===== src/inc/adc_ctrl_pkg.sv =====
// adc_ctrl_pkg: register map, field positions, codes and timing of the adc control block
// assumes a 200 MHz system clock and AXI4-Lite register access with 32-bit data
package adc_ctrl_pkg;

  // ----------------------------------------------------------------
  // register byte offsets
  // ----------------------------------------------------------------
  localparam logic [7:0] OFF_TRIG_REF = 8'h00;  // trigger_and_reference_control
  localparam logic [7:0] OFF_FMT_TIM = 8'h04;   // format_and_timing_control
  localparam logic [7:0] OFF_RES_HI = 8'h08;    // result_high_byte
  localparam logic [7:0] OFF_RES_LO = 8'h0C;    // result_low_byte
  localparam logic [7:0] OFF_CTRL = 8'h10;      // enable and start bits
  localparam logic [7:0] OFF_IRQ_STAT = 8'h14;  // sticky events, cleared by read
  localparam logic [7:0] OFF_IRQ_MASK = 8'h18;  // interrupt mask

  // ----------------------------------------------------------------
  // field positions and reset values
  // ----------------------------------------------------------------
  localparam int TRIG_SEL_BIT = 7;
  localparam int PREF_LSB = 2;
  localparam int NREF_LSB = 0;
  localparam int JUSTIFY_BIT = 7;
  localparam int ACQ_LSB = 3;
  localparam int CLKSEL_LSB = 0;
  localparam int ENABLE_BIT = 0;
  localparam int START_BIT = 1;
  localparam logic [7:0] TRIG_REF_WMASK = 8'h8F;
  localparam logic [7:0] FMT_TIM_WMASK = 8'hBF;
  localparam logic [7:0] TRIG_REF_RST = 8'h00;
  localparam logic [7:0] FMT_TIM_RST = 8'h00;
  localparam int EV_DONE = 0;  // conversion finished
  localparam int EV_TRIG = 1;  // special trigger accepted

  // ----------------------------------------------------------------
  // reference select codes
  // ----------------------------------------------------------------
  typedef enum logic [1:0] {
    PREF_SUPPLY = 2'h0,
    PREF_PIN = 2'h1,
    PREF_FIXED = 2'h2
  } pos_ref_e;
  typedef enum logic {
    NREF_GROUND = 1'h0,
    NREF_PIN = 1'h1
  } neg_ref_e;

  // ----------------------------------------------------------------
  // timing
  // ----------------------------------------------------------------
  localparam int CLK_MHZ = 200;
  localparam int INSTR_NS = 250;  // one instruction cycle at 4 MIPS
  localparam int INSTR_CYC = (INSTR_NS * CLK_MHZ + 999) / 1000;
  localparam int INTOSC_KHZ = 600;  // dedicated conversion oscillator
  localparam int INTOSC_DIV = (CLK_MHZ * 1000) / INTOSC_KHZ;
  localparam int GAP_TAD = 2;  // wait after a conversion
  localparam int CONV_TAD = 11;  // bit periods per conversion
  localparam int RES_BITS = 10;

endpackage : adc_ctrl_pkg


===== src/tad_divider.sv =====
// tad_divider: one-cycle enable at the selected conversion-clock rate
// assumes the system clock; the dedicated oscillator is modelled by division
`timescale 1ns/1ps
module tad_divider (
  input wire logic clock,            // system clock
  input wire logic nrst,             // async reset, active low
  input wire logic run,              // count only while high
  input wire logic [2:0] clkSel,     // conversion clock select code
  output logic tadTick               // one-cycle tick per conversion clock period
);
  logic [8:0] cnt_q;
  logic [8:0] lim;

  // divide ratio minus one for each code
  always_comb begin
    case (clkSel)
      3'h0: lim = 9'h001;
      3'h1: lim = 9'h007;
      3'h2: lim = 9'h01F;
      3'h4: lim = 9'h003;
      3'h5: lim = 9'h00F;
      3'h6: lim = 9'h03F;
      default: lim = 9'(adc_ctrl_pkg::INTOSC_DIV - 1);
    endcase
  end

  // free count restarted whenever the converter idles
  always_ff @(posedge clock or negedge nrst) begin
    if (!nrst) begin
      cnt_q <= 9'h000;
    end else if (!run || cnt_q >= lim) begin
      cnt_q <= 9'h000;
    end else begin
      cnt_q <= cnt_q + 9'h001;
    end
  end

  assign tadTick = run && (cnt_q >= lim);

endmodule : tad_divider


===== src/adc_config_and_result_regs.sv =====
// adc_config_and_result_regs: control, sequencing and result registers of a 10-bit adc
// assumes AXI4-Lite master on the system clock; trigger pulses come from same-clock logic
//
// Our own choices: the register offsets and the AXI4-Lite slave port.
`timescale 1ns/1ps
module adc_config_and_result_regs (
  input wire logic clock,              // 200 MHz system clock
  input wire logic nrst,               // async reset, active low
  input wire logic [7:0] s_axi_awaddr, // write address
  input wire logic s_axi_awvalid,      // write address valid
  output logic s_axi_awready,          // write address ready
  input wire logic [31:0] s_axi_wdata, // write data
  input wire logic [3:0] s_axi_wstrb,  // write strobes
  input wire logic s_axi_wvalid,       // write data valid
  output logic s_axi_wready,           // write data ready
  output logic [1:0] s_axi_bresp,      // write response
  output logic s_axi_bvalid,           // write response valid
  input wire logic s_axi_bready,       // write response ready
  input wire logic [7:0] s_axi_araddr, // read address
  input wire logic s_axi_arvalid,      // read address valid
  output logic s_axi_arready,          // read address ready
  output logic [31:0] s_axi_rdata,     // read data
  output logic [1:0] s_axi_rresp,      // read response
  output logic s_axi_rvalid,           // read data valid
  input wire logic s_axi_rready,       // read data ready
  input wire logic chargeTimeTrig,     // charge_time_unit trigger pulse
  input wire logic captureFiveTrig,    // fifth_capture_compare_unit trigger pulse
  input wire logic [9:0] sarResult,    // conversion_result from the analog core
  output logic holdCapConnect,         // hold_capacitor tied to the channel
  output logic convActive,             // analog core converting
  output logic [1:0] posRefSel,        // positive reference to analog core
  output logic negRefSel,              // negative reference to analog core
  output logic irq                     // level interrupt
);

  // ----------------------------------------------------------------
  // state
  // ----------------------------------------------------------------
  typedef enum logic [4:0] {
    S_IDLE = 5'b00001,
    S_ACQ = 5'b00010,
    S_DELAY = 5'b00100,
    S_CONV = 5'b01000,
    S_GAP = 5'b10000
  } seq_e;

  seq_e state_q;
  logic [7:0] trigRef_q;
  logic [7:0] fmtTim_q;
  logic [7:0] resHi_q;
  logic [7:0] resLo_q;
  logic enable_q;
  logic start_q;
  logic [1:0] irqStat_q;
  logic [1:0] irqMask_q;
  logic [4:0] tadCnt_q;
  logic [5:0] instCnt_q;
  logic tadTick;
  logic [4:0] acqLen;
  logic useOsc;
  logic trigger_source_select;
  logic trigEv;
  logic doneEv;
  logic swStart;
  logic wrHit;
  logic awPend_q;
  logic wPend_q;
  logic [7:0] awAddr_q;
  logic [31:0] wData_q;
  logic [3:0] wStrb_q;
  logic [31:0] rdVal;

  // ----------------------------------------------------------------
  // conversion clock and decoded fields
  // ----------------------------------------------------------------
  tad_divider u_div (
    .clock(clock),
    .nrst(nrst),
    .run(state_q != S_IDLE),
    .clkSel(fmtTim_q[adc_ctrl_pkg::CLKSEL_LSB +: 3]),
    .tadTick(tadTick)
  );

  assign useOsc = fmtTim_q[1:0] == 2'h3;

  // acquisition length in conversion clock periods
  always_comb begin
    case (fmtTim_q[adc_ctrl_pkg::ACQ_LSB +: 3])
      3'h0: acqLen = 5'h00;
      3'h1: acqLen = 5'h02;
      3'h2: acqLen = 5'h04;
      3'h3: acqLen = 5'h06;
      3'h4: acqLen = 5'h08;
      3'h5: acqLen = 5'h0C;
      3'h6: acqLen = 5'h10;
      default: acqLen = 5'h14;
    endcase
  end

  // reserved codes fall back to supply and ground
  always_comb begin
    case (trigRef_q[adc_ctrl_pkg::PREF_LSB +: 2])
      2'h1: posRefSel = adc_ctrl_pkg::PREF_PIN;
      2'h2: posRefSel = adc_ctrl_pkg::PREF_FIXED;
      default: posRefSel = adc_ctrl_pkg::PREF_SUPPLY;
    endcase
    negRefSel = (trigRef_q[1:0] == 2'h1) ? adc_ctrl_pkg::NREF_PIN
                                         : adc_ctrl_pkg::NREF_GROUND;
  end

  // trigger selection and gating
  assign trigger_source_select = trigRef_q[adc_ctrl_pkg::TRIG_SEL_BIT];
  assign trigEv = enable_q && (trigger_source_select ? chargeTimeTrig : captureFiveTrig);

  // ----------------------------------------------------------------
  // conversion sequencer
  // ----------------------------------------------------------------
  assign doneEv = (state_q == S_CONV) && tadTick
                  && (tadCnt_q == 5'(adc_ctrl_pkg::CONV_TAD - 1));

  // a start while busy before the last conversion cycle is ignored, the start bit already reads one; a later one runs after the gap
  always_ff @(posedge clock or negedge nrst) begin
    if (!nrst) begin
      state_q <= S_IDLE;
      tadCnt_q <= 5'h00;
      instCnt_q <= 6'h00;
    end else begin
      case (state_q)
        S_IDLE: begin
          tadCnt_q <= 5'h00;
          instCnt_q <= 6'h00;
          if (start_q) begin
            state_q <= S_ACQ;
          end
        end
        S_ACQ: begin
          if (acqLen == 5'h00 || (tadTick && tadCnt_q == acqLen - 5'h01)) begin
            state_q <= useOsc ? S_DELAY : S_CONV;
            tadCnt_q <= 5'h00;
          end else if (tadTick) begin
            tadCnt_q <= tadCnt_q + 5'h01;
          end
        end
        S_DELAY: begin
          instCnt_q <= instCnt_q + 6'h01;
          if (instCnt_q == 6'(adc_ctrl_pkg::INSTR_CYC - 1)) begin
            state_q <= S_CONV;
          end
        end
        S_CONV: begin
          if (doneEv) begin
            state_q <= S_GAP;
            tadCnt_q <= 5'h00;
          end else if (tadTick) begin
            tadCnt_q <= tadCnt_q + 5'h01;
          end
        end
        S_GAP: begin
          if (tadTick && tadCnt_q == 5'(adc_ctrl_pkg::GAP_TAD - 1)) begin
            state_q <= S_IDLE;
          end else if (tadTick) begin
            tadCnt_q <= tadCnt_q + 5'h01;
          end
        end
        default: state_q <= S_IDLE;
      endcase
    end
  end

  assign holdCapConnect = (state_q == S_ACQ) || (state_q == S_DELAY);
  assign convActive = state_q == S_CONV;

  // ----------------------------------------------------------------
  // AXI4-Lite write side
  // ----------------------------------------------------------------
  assign s_axi_awready = !awPend_q && !s_axi_bvalid;
  assign s_axi_wready = !wPend_q && !s_axi_bvalid;
  assign wrHit = awPend_q && wPend_q;
  assign s_axi_bresp = 2'h0;

  // hold address and data until both have arrived
  always_ff @(posedge clock or negedge nrst) begin
    if (!nrst) begin
      awPend_q <= 1'b0;
      wPend_q <= 1'b0;
      awAddr_q <= 8'h00;
      wData_q <= 32'h0000_0000;
      wStrb_q <= 4'h0;
      s_axi_bvalid <= 1'b0;
    end else begin
      if (s_axi_awvalid && s_axi_awready) begin
        awPend_q <= 1'b1;
        awAddr_q <= s_axi_awaddr;
      end
      if (s_axi_wvalid && s_axi_wready) begin
        wPend_q <= 1'b1;
        wData_q <= s_axi_wdata;
        wStrb_q <= s_axi_wstrb;
      end
      if (wrHit) begin
        awPend_q <= 1'b0;
        wPend_q <= 1'b0;
        s_axi_bvalid <= 1'b1;
      end else if (s_axi_bready) begin
        s_axi_bvalid <= 1'b0;
      end
    end
  end

  // control registers; reserved bits are never stored
  always_ff @(posedge clock or negedge nrst) begin
    if (!nrst) begin
      trigRef_q <= adc_ctrl_pkg::TRIG_REF_RST;
      fmtTim_q <= adc_ctrl_pkg::FMT_TIM_RST;
      enable_q <= 1'b0;
      irqMask_q <= 2'h0;
    end else if (wrHit && wStrb_q[0]) begin
      case (awAddr_q)
        adc_ctrl_pkg::OFF_TRIG_REF: trigRef_q <= wData_q[7:0] & adc_ctrl_pkg::TRIG_REF_WMASK;
        adc_ctrl_pkg::OFF_FMT_TIM: fmtTim_q <= wData_q[7:0] & adc_ctrl_pkg::FMT_TIM_WMASK;
        adc_ctrl_pkg::OFF_CTRL: enable_q <= wData_q[adc_ctrl_pkg::ENABLE_BIT];
        adc_ctrl_pkg::OFF_IRQ_MASK: irqMask_q <= wData_q[1:0];
        default: ;
      endcase
    end
  end

  // start bit: set by software or trigger, cleared by hardware at the end
  assign swStart = wrHit && wStrb_q[0] && (awAddr_q == adc_ctrl_pkg::OFF_CTRL)
                   && wData_q[adc_ctrl_pkg::START_BIT] && wData_q[adc_ctrl_pkg::ENABLE_BIT];
  always_ff @(posedge clock or negedge nrst) begin
    if (!nrst) begin
      start_q <= 1'b0;
    end else if (swStart || trigEv) begin
      start_q <= 1'b1;
    end else if (doneEv) begin
      start_q <= 1'b0;
    end
  end

  // result bytes: software may overwrite, conversion end wins; no reset value
  always_ff @(posedge clock) begin
    if (doneEv) begin
      if (fmtTim_q[adc_ctrl_pkg::JUSTIFY_BIT]) begin
        resHi_q <= {6'h00, sarResult[9:8]};
        resLo_q <= sarResult[7:0];
      end else begin
        resHi_q <= sarResult[9:2];
        resLo_q <= {sarResult[1:0], 6'h00};
      end
    end else if (wrHit && wStrb_q[0] && awAddr_q == adc_ctrl_pkg::OFF_RES_HI) begin
      resHi_q <= wData_q[7:0];
    end else if (wrHit && wStrb_q[0] && awAddr_q == adc_ctrl_pkg::OFF_RES_LO) begin
      resLo_q <= wData_q[7:0];
    end
  end

  // ----------------------------------------------------------------
  // AXI4-Lite read side and interrupts
  // ----------------------------------------------------------------
  always_comb begin
    case (s_axi_araddr)
      adc_ctrl_pkg::OFF_TRIG_REF: rdVal = {24'h000000, trigRef_q};
      adc_ctrl_pkg::OFF_FMT_TIM: rdVal = {24'h000000, fmtTim_q};
      adc_ctrl_pkg::OFF_RES_HI: rdVal = {24'h000000, resHi_q};
      adc_ctrl_pkg::OFF_RES_LO: rdVal = {24'h000000, resLo_q};
      adc_ctrl_pkg::OFF_CTRL: rdVal = {30'h0, start_q, enable_q};
      adc_ctrl_pkg::OFF_IRQ_STAT: rdVal = {30'h0, irqStat_q};
      adc_ctrl_pkg::OFF_IRQ_MASK: rdVal = {30'h0, irqMask_q};
      default: rdVal = 32'h0000_0000;
    endcase
  end

  assign s_axi_arready = !s_axi_rvalid;

  // unmapped reads answer zero with an error response
  always_ff @(posedge clock or negedge nrst) begin
    if (!nrst) begin
      s_axi_rvalid <= 1'b0;
      s_axi_rdata <= 32'h0000_0000;
      s_axi_rresp <= 2'h0;
    end else if (s_axi_arvalid && s_axi_arready) begin
      s_axi_rvalid <= 1'b1;
      s_axi_rdata <= rdVal;
      s_axi_rresp <= (s_axi_araddr > adc_ctrl_pkg::OFF_IRQ_MASK || s_axi_araddr[1:0] != 2'h0)
                     ? 2'h2 : 2'h0;
    end else if (s_axi_rready) begin
      s_axi_rvalid <= 1'b0;
    end
  end

  // sticky events; a new event in the read cycle survives the clear
  always_ff @(posedge clock or negedge nrst) begin
    if (!nrst) begin
      irqStat_q <= 2'h0;
    end else begin
      if (s_axi_arvalid && s_axi_arready && s_axi_araddr == adc_ctrl_pkg::OFF_IRQ_STAT) begin
        irqStat_q <= {trigEv, doneEv};
      end else begin
        irqStat_q <= irqStat_q | {trigEv, doneEv};
      end
    end
  end

  assign irq = |(irqStat_q & irqMask_q);
endmodule : adc_config_and_result_regs


===== config.mk =====
export PLATFORM = sky130hd
export DESIGN_NAME = adc_config_and_result_regs
export DESIGN_NICKNAME = d
export VERILOG_FILES = /design/src/inc/adc_ctrl_pkg.sv /design/src/tad_divider.sv /design/src/adc_config_and_result_regs.sv
export SDC_FILE = /design/constraint.sdc
export NUM_CORES = 1
export LEC_CHECK = 0
export ABC_AREA = 1
export BUFFER_PORTS_ARGS = -buffer_cell sky130_fd_sc_hd__clkbuf_2
export CAP_MARGIN = 20
export CORE_UTILIZATION = 54
export DETAILED_ROUTE_END_ITERATION = 6
export PLACE_DENSITY_LB_ADDON = 0.12
export SLEW_MARGIN = 20
export SYNTH_ARGS = -nofsm -noshare
export SYNTH_HDL_FRONTEND = slang
export SYNTH_SLANG_ARGS = --single-unit

===== constraint.sdc =====
create_clock -name clock -period 2.75 [get_ports clock]
set_clock_uncertainty 0.2 [all_clocks]
set_input_delay 0.55 -clock clock [delete_from_list [all_inputs] [get_ports clock]]
set_output_delay 0.55 -clock clock [all_outputs]
set_load 0.01 [all_outputs]

== After elaboration in Yosys (flattened, before gate mapping) ==
Index checks and enable logic that the tools add are counted.
Word-level totals
  word-level logic and storage cells: 163
  output and inout port bits: 47
  register bits: 114
Cells by class
  mux-type cells: 39
  bitwise gates (word level): 2
  reductions and logical operators: 52
  $lt $le $gt $ge: 2
  eq/ne operators: 43
  $add $sub $neg: 4
Operators with widths (number)
  $mux W8: 7
  $pmux W8 S7: 1
  $pmux W9 S6: 1
  $mux W5: 9
  $eq A8 B5 Y1 const B: 5
  $pmux W5 S7: 1
  $eq A8 B4 Y1 const B: 4
  $pmux W5 S5: 1
  $pmux W5 S4: 1
  $logic_and A1 B1 Y1: 19
  $eq A3 B3 Y1 const B: 6
  $reduce_bool A2 Y1: 9
  $eq A8 B3 Y1 const B: 2
  $logic_not A8 Y1: 2
  $mux W1: 12
  $ne A2 B2 Y1 const B: 6
  $pmux W6 S2: 1
  $reduce_and A2 Y1: 6
  $eq A5 B1 Y1 const B: 2
  $eq A5 B4 Y1 const B: 2
  $add A9 B1 Y9 const B: 1
  $eq A3 B2 Y1 const B: 3
  $ge A9 B9 Y1: 1
  $mux W9: 1
  other kinds (26): 39

== Depth between registers and ports, before layout ==
  depth in word-level cells: 8
  gate-level depth with buffers: 17
  mapped depth without buffers: 17

== Hierarchy ==
Synthesis repeated with hierarchy kept, for this count alone.
Second synthesis, totals
  cells, all modules: 639
  area, all modules: 5268.8 um^2
By module, submodules not included
  adc_config_and_result_regs: instances 1, area an instance 4484.3 um^2, cells an instance 530, seq. area each 2083.2 um^2
  tad_divider: instances 1, area an instance 784.5 um^2, cells an instance 109, seq. area each 225.2 um^2

== Worst setup path before layout ==
Ideal clock, no wire load.
  path kind: register to register
  from: register fmtTim_q[1]
  to: register resLo_q[0] (enable)
  stages on the path, launching flop included: 11
  buffers on the path: 1
  required time: 2166 ps
  arrival time: 1892 ps
  slack: 274 ps
  library setup time: 384 ps
  path through: dfrtp_1 nand2_1 o21ai_0 ha_1 nand2_1 nor2_1 nand3_1 nand4_4 nand3_2 buf_2 o21ai_0
On the way
  cells in the longest elaborated chain, start to end: 8
  elaborated cells on any way between the ends: 14
  those cells by class: order compare: 1; eq/ne: 6; mux: 1; reduce/logical: 6
Ends and longest elaborated chain
  start: declaration: RTL line adc_config_and_result_regs.sv:49  | logic [7:0] fmtTim_q;
  start signal: assignment: RTL line adc_config_and_result_regs.sv:214  | fmtTim_q <= adc_ctrl_pkg::FMT_TIM_RST;
  start signal: assignment: RTL line adc_config_and_result_regs.sv:220  | adc_ctrl_pkg::OFF_FMT_TIM: fmtTim_q <= wData_q[7:0] & adc_ctrl_pkg::FMT_TIM_WMASK;
  $eq A3 B3 Y1 (tied with other cells): RTL line tad_divider.sv:16  | case (clkSel)
  $pmux W9 S6 (*): RTL line tad_divider.sv:16
  $ge A9 B9 Y1 (*): RTL line tad_divider.sv:38  | assign tadTick = run && (cnt_q >= lim);
  $logic_and A1 B1 Y1 (*): RTL line tad_divider.sv:38
  $logic_and A1 B1 Y1 (*): RTL line adc_config_and_result_regs.sv:118  | assign doneEv = (state_q == S_CONV) && tadTick
  $logic_and A1 B1 Y1 (*): RTL line adc_config_and_result_regs.sv:119  | && (tadCnt_q == 5'(adc_ctrl_pkg::CONV_TAD - 1));
  $ne A2 B2 Y1 (no line) or $reduce_bool A2 Y1 (tied branches)
  $reduce_and A2 Y1 (no line) (*)
  end signal: assignment: RTL line adc_config_and_result_regs.sv:246  | resLo_q <= sarResult[7:0];
  end signal: assignment: RTL line adc_config_and_result_regs.sv:249  | resLo_q <= {sarResult[1:0], 6'h00};
  end signal: assignment: RTL line adc_config_and_result_regs.sv:254  | resLo_q <= wData_q[7:0];
  end: declaration: RTL line adc_config_and_result_regs.sv:51  | logic [7:0] resLo_q;
Every way passes the cells marked *; elsewhere a longest branch is shown, timed or not.
A chain may end at the register's enable or synchronous reset.

== Worst setup path in the final report ==
  from: register fmtTim_q[1]
  to: register resLo_q[4], data pin
On the way
  cells in the longest elaborated chain, start to end: 7
  elaborated cells on any way between the ends: 12
  those cells by class: order compare: 1; eq/ne: 5; mux: 2; reduce/logical: 4
Ends and longest elaborated chain
  $eq A3 B3 Y1 (tied with other cells): RTL line tad_divider.sv:16
  $pmux W9 S6 (*): RTL line tad_divider.sv:16
  $ge A9 B9 Y1 (*): RTL line tad_divider.sv:38
  $logic_and A1 B1 Y1 (*): RTL line tad_divider.sv:38
  $logic_and A1 B1 Y1 (*): RTL line adc_config_and_result_regs.sv:118
  $logic_and A1 B1 Y1 (*): RTL line adc_config_and_result_regs.sv:119
  $mux W8 (*): RTL line adc_config_and_result_regs.sv:243  | if (doneEv) begin
Marked as above.

==> results.cfg <==
[clock_tree]
cts_hold_buf = 0
cts-htree-levels = 3
clock-sinks = 89
cts_tree = yes
cts_setup_buffers = 0
clock_path_buffers = 2
cts_made_buffers = 9
clkTransAtPathRegs_ps = 90
cts_resized = 0
clk_latency_ps = 350
cts-root-buf = clkbuf_8

[cells_and_area]
syn_to_final_growth_pct = 10.5
nets = 767
num_antenna_cells = 0
layout-drive-gt1-share = 0.165

[pwr]
power_density_nw_per_um2 = 741
clockPowerShare = 0.221
pwr-share-seq = 0.434
combinationalPowerShare = 0.346
switching_share = 0.383
p_leak_nw = 2.78
p_switching_mw = 1.58
intPower_mw = 2.54
irDropWorstVdd_mv = 0.554
p_total_mw = 4.11

[worst_setup_path]
slowest_delay_ps = 470
cpMaxStageDelayCell = dfrtp_1
crit_family = simple AND/OR/NAND/NOR gates
worstPathArrival_ps = 2450
r2r_start = fmtTim_q[1]
required_ps = 2650
critPathCaptureType = flop
reg2reg_slack_ps = 200
timing.rr.end = resLo_q[4]
worst-path-max-fanout = 24
cp-start-kind = flop
r2r_cells = 11
path_class = flop to flop
crit_top_cell = nand2_1
crit_buf_inv = 1
path_cells = nand2_2 -> o21ai_0 -> ha_1 -> nand2_1 -> nor2_1 -> nand3_1 -> nand4_4 -> nand3_2 -> buf_4 -> nand2_1 -> o21ai_1

[flow_run]
cap_violations = 0

[yosys]
ys_seq_area_frac = 0.459
synth_area_leaders = dfrtp_1 36%, nand2_1 11%, edfxtp_1 9.6%, inv_1 5.7%, nor2_1 4.9%
syn_area_um2 = 5020
yosysWarnings = 0
synth_ff_type = dfrtp_1
synthDominantCellAreaShare = 0.359
synth_common_cells = 152 x nand2_1, 76 x inv_1, 72 x dfrtp_1
synth_edf_count = 16
synth-seq-cells = 89
ys_async_sr_fraction = 0.820
syn_inst = 612
yosys.area.top_type = dfrtp_1
synth.most_common_cell = nand2_1
ys_types = 46
post_synth.cell_area_avg_um2 = 8.21

[place]
hpwl_um = 8010
io_buffers = 63
gp_congestion = 0.863

[timing]
period_minus_slack_ps = 2550
finalSetupViolCount = 0
fin_crit_sh = 0.929
slew_headroom = 0.544
fmax_mhz = 392
tightestPinTransition_ps = 685
finalMaxSlewViolations = 0
hold_viol_final = 0
finalSetupTns_ps = 0
rsz0062_at_grt = no

[routing]
wl_met1_um = 4830
avgRoutedWirePerCell_um = 12.9
dr.max_layer_used = met4
antenna_left = 0
routed_wl_um = 10200
drtPass1Iterations = 7
wl_met2_um = 4860
drt_iter0_drc = 204
drcViolationCount = 2
viasPerCell = 5.10
vias = 4048
wl_met3_um = 401

[die]
core_area_um2 = 8850
die_w_um = 98.5
start_util = 0.568
dieArea_um2 = 9700
rows = 34
io_pins = 118
die_y_um = 98.5

[hold_path]
hold_path_class = input port to async pin

[global_route]
grt_pass1_vias = 3699
grt_remaining_overflow = 0
grt_pass1_wl_um = 17200
antenna_found_initial = 0
grt_max_degree = 30
grt.total_usage = 0.223

[run_status]
status = finished, violations left
violations = design-rule violations
cell type report:
| type | count | area, um2 |
|---|---|---|
| well taps | 108 | 135 |
| fillers | 793 | 3300 |
| multi-input cells | 433 | 2250 |
| flip-flops and latches | 89 | 2310 |
| repair buffers | 68 | 365 |
| inverters | 79 | 297 |
| clock inverters | 6 | 66.3 |
| clock buffers | 10 | 128 |
worst reg2reg max path, cell delays in order, from the launching register on:
cell and delay, ps:
dfrtp_1 470, nand2_2 170, o21ai_0 120, ha_1 310, nand2_1 50, nor2_1 100, nand3_1 130, nand4_4 130
nand3_2 170, buf_4 270, nand2_1 100, o21ai_1 90
power by group through the flow:
stage	clock network [mW]	registers, mW	logic, mW
2_1_floorplan	0	1.76	1.12
3_3_place_gp	0	1.80	1.38
3_5_place_dp	0	1.81	1.42
4_1_cts	0.926	1.78	1.43
5_1_grt	0.969	1.81	1.63
6_report	0.907	1.78	1.42
metrics by stage:
step / hold slack (ps) / area, um2 / cells / utilization / setup WS [ps]
floorplan: 54.4 / 5120 / 638 / - / 274
global placement: 264 / 5360 / 777 / 0.605 / 215
detailed placement: 264 / 5360 / 777 / 0.605 / 146
CTS: 47.3 / 5550 / 793 / 0.627 / 138
global route: 67.2 / 5550 / 793 / 0.627 / 45.8
finish: 22.4 / 5550 / 793 / 0.627 / 197
sequential cells by signal, indices dropped and copies added, names as in the netlist:
signal        cells
instCnt_q         6
resLo_q           8
u_div.cnt_q       9
s_axi_rvalid      1
s_axi_rresp       1
trigRef_q         5
resHi_q           8
s_axi_rdata       8
awPend_q          1
state_q           5
awAddr_q          8
irqStat_q         2
enable_q          1
wData_q           8
start_q           1
wStrb_q           1
tadCnt_q          5
wPend_q           1
fmtTim_q          7
irqMask_q         2
s_axi_bvalid      1
logic make-up (layout without fill, tap and decap cells):
group,Yosys count,in the layout,synth area share
adder cells (fa/ha/maj),16,16,0.0398
multiplexers,11,11,0.0237
other,1,27,0.000746
AO/OA/AOI/OAI,91,91,0.0994
flip-flops,89,89,0.459
XOR/XNOR,7,7,0.0122
buffers and inverters,116,163,0.112
AND/OR/NAND/NOR,281,281,0.252
worst max path at each step:
| stage | to | cells after the start | start |
|---|---|---|---|
| after floorplan | resLo_q[0] | 10 | fmtTim_q[1] |
| after global placement | resHi_q[6] | 11 | fmtTim_q[1] |
| after detailed placement | resHi_q[5] | 11 | fmtTim_q[1] |
| after CTS | resHi_q[5] | 11 | fmtTim_q[1] |
| after global routing | resHi_q[1] | 11 | fmtTim_q[1] |
| final | resLo_q[4] | 11 | fmtTim_q[1] |
placed cells by master (no fill, tap or decap), types with 3 or more instances in the layout:
cell        n
a21oi_1    24
buf_4       4
clkbuf_2   62
clkbuf_8    9
conb_1     27
dfrtp_1    72
edfxtp_1   16
ha_1       16
inv_1      76
inv_2       3
mux2_2      7
mux2i_1     4
nand2_1   151
nand2_2     3
nand3_1    34
nand4_1     5
nor2_1     65
nor2_2      3
nor4_1      3
o211ai_1    4
o21ai_0    40
o21ai_1    10
o22ai_1     4
xnor2_1     3
xor2_1      4
per-layer routing:
layer | vias up | track usage
met5 | - | 0
met4 | 0 | 0.0643
met3 | 13 | 0.0291
met2 | 88 | 0.372
met1 | 1881 | 0.307
li1 | 2066 | -
Note: power is estimated with default switching activity, not from simulation.
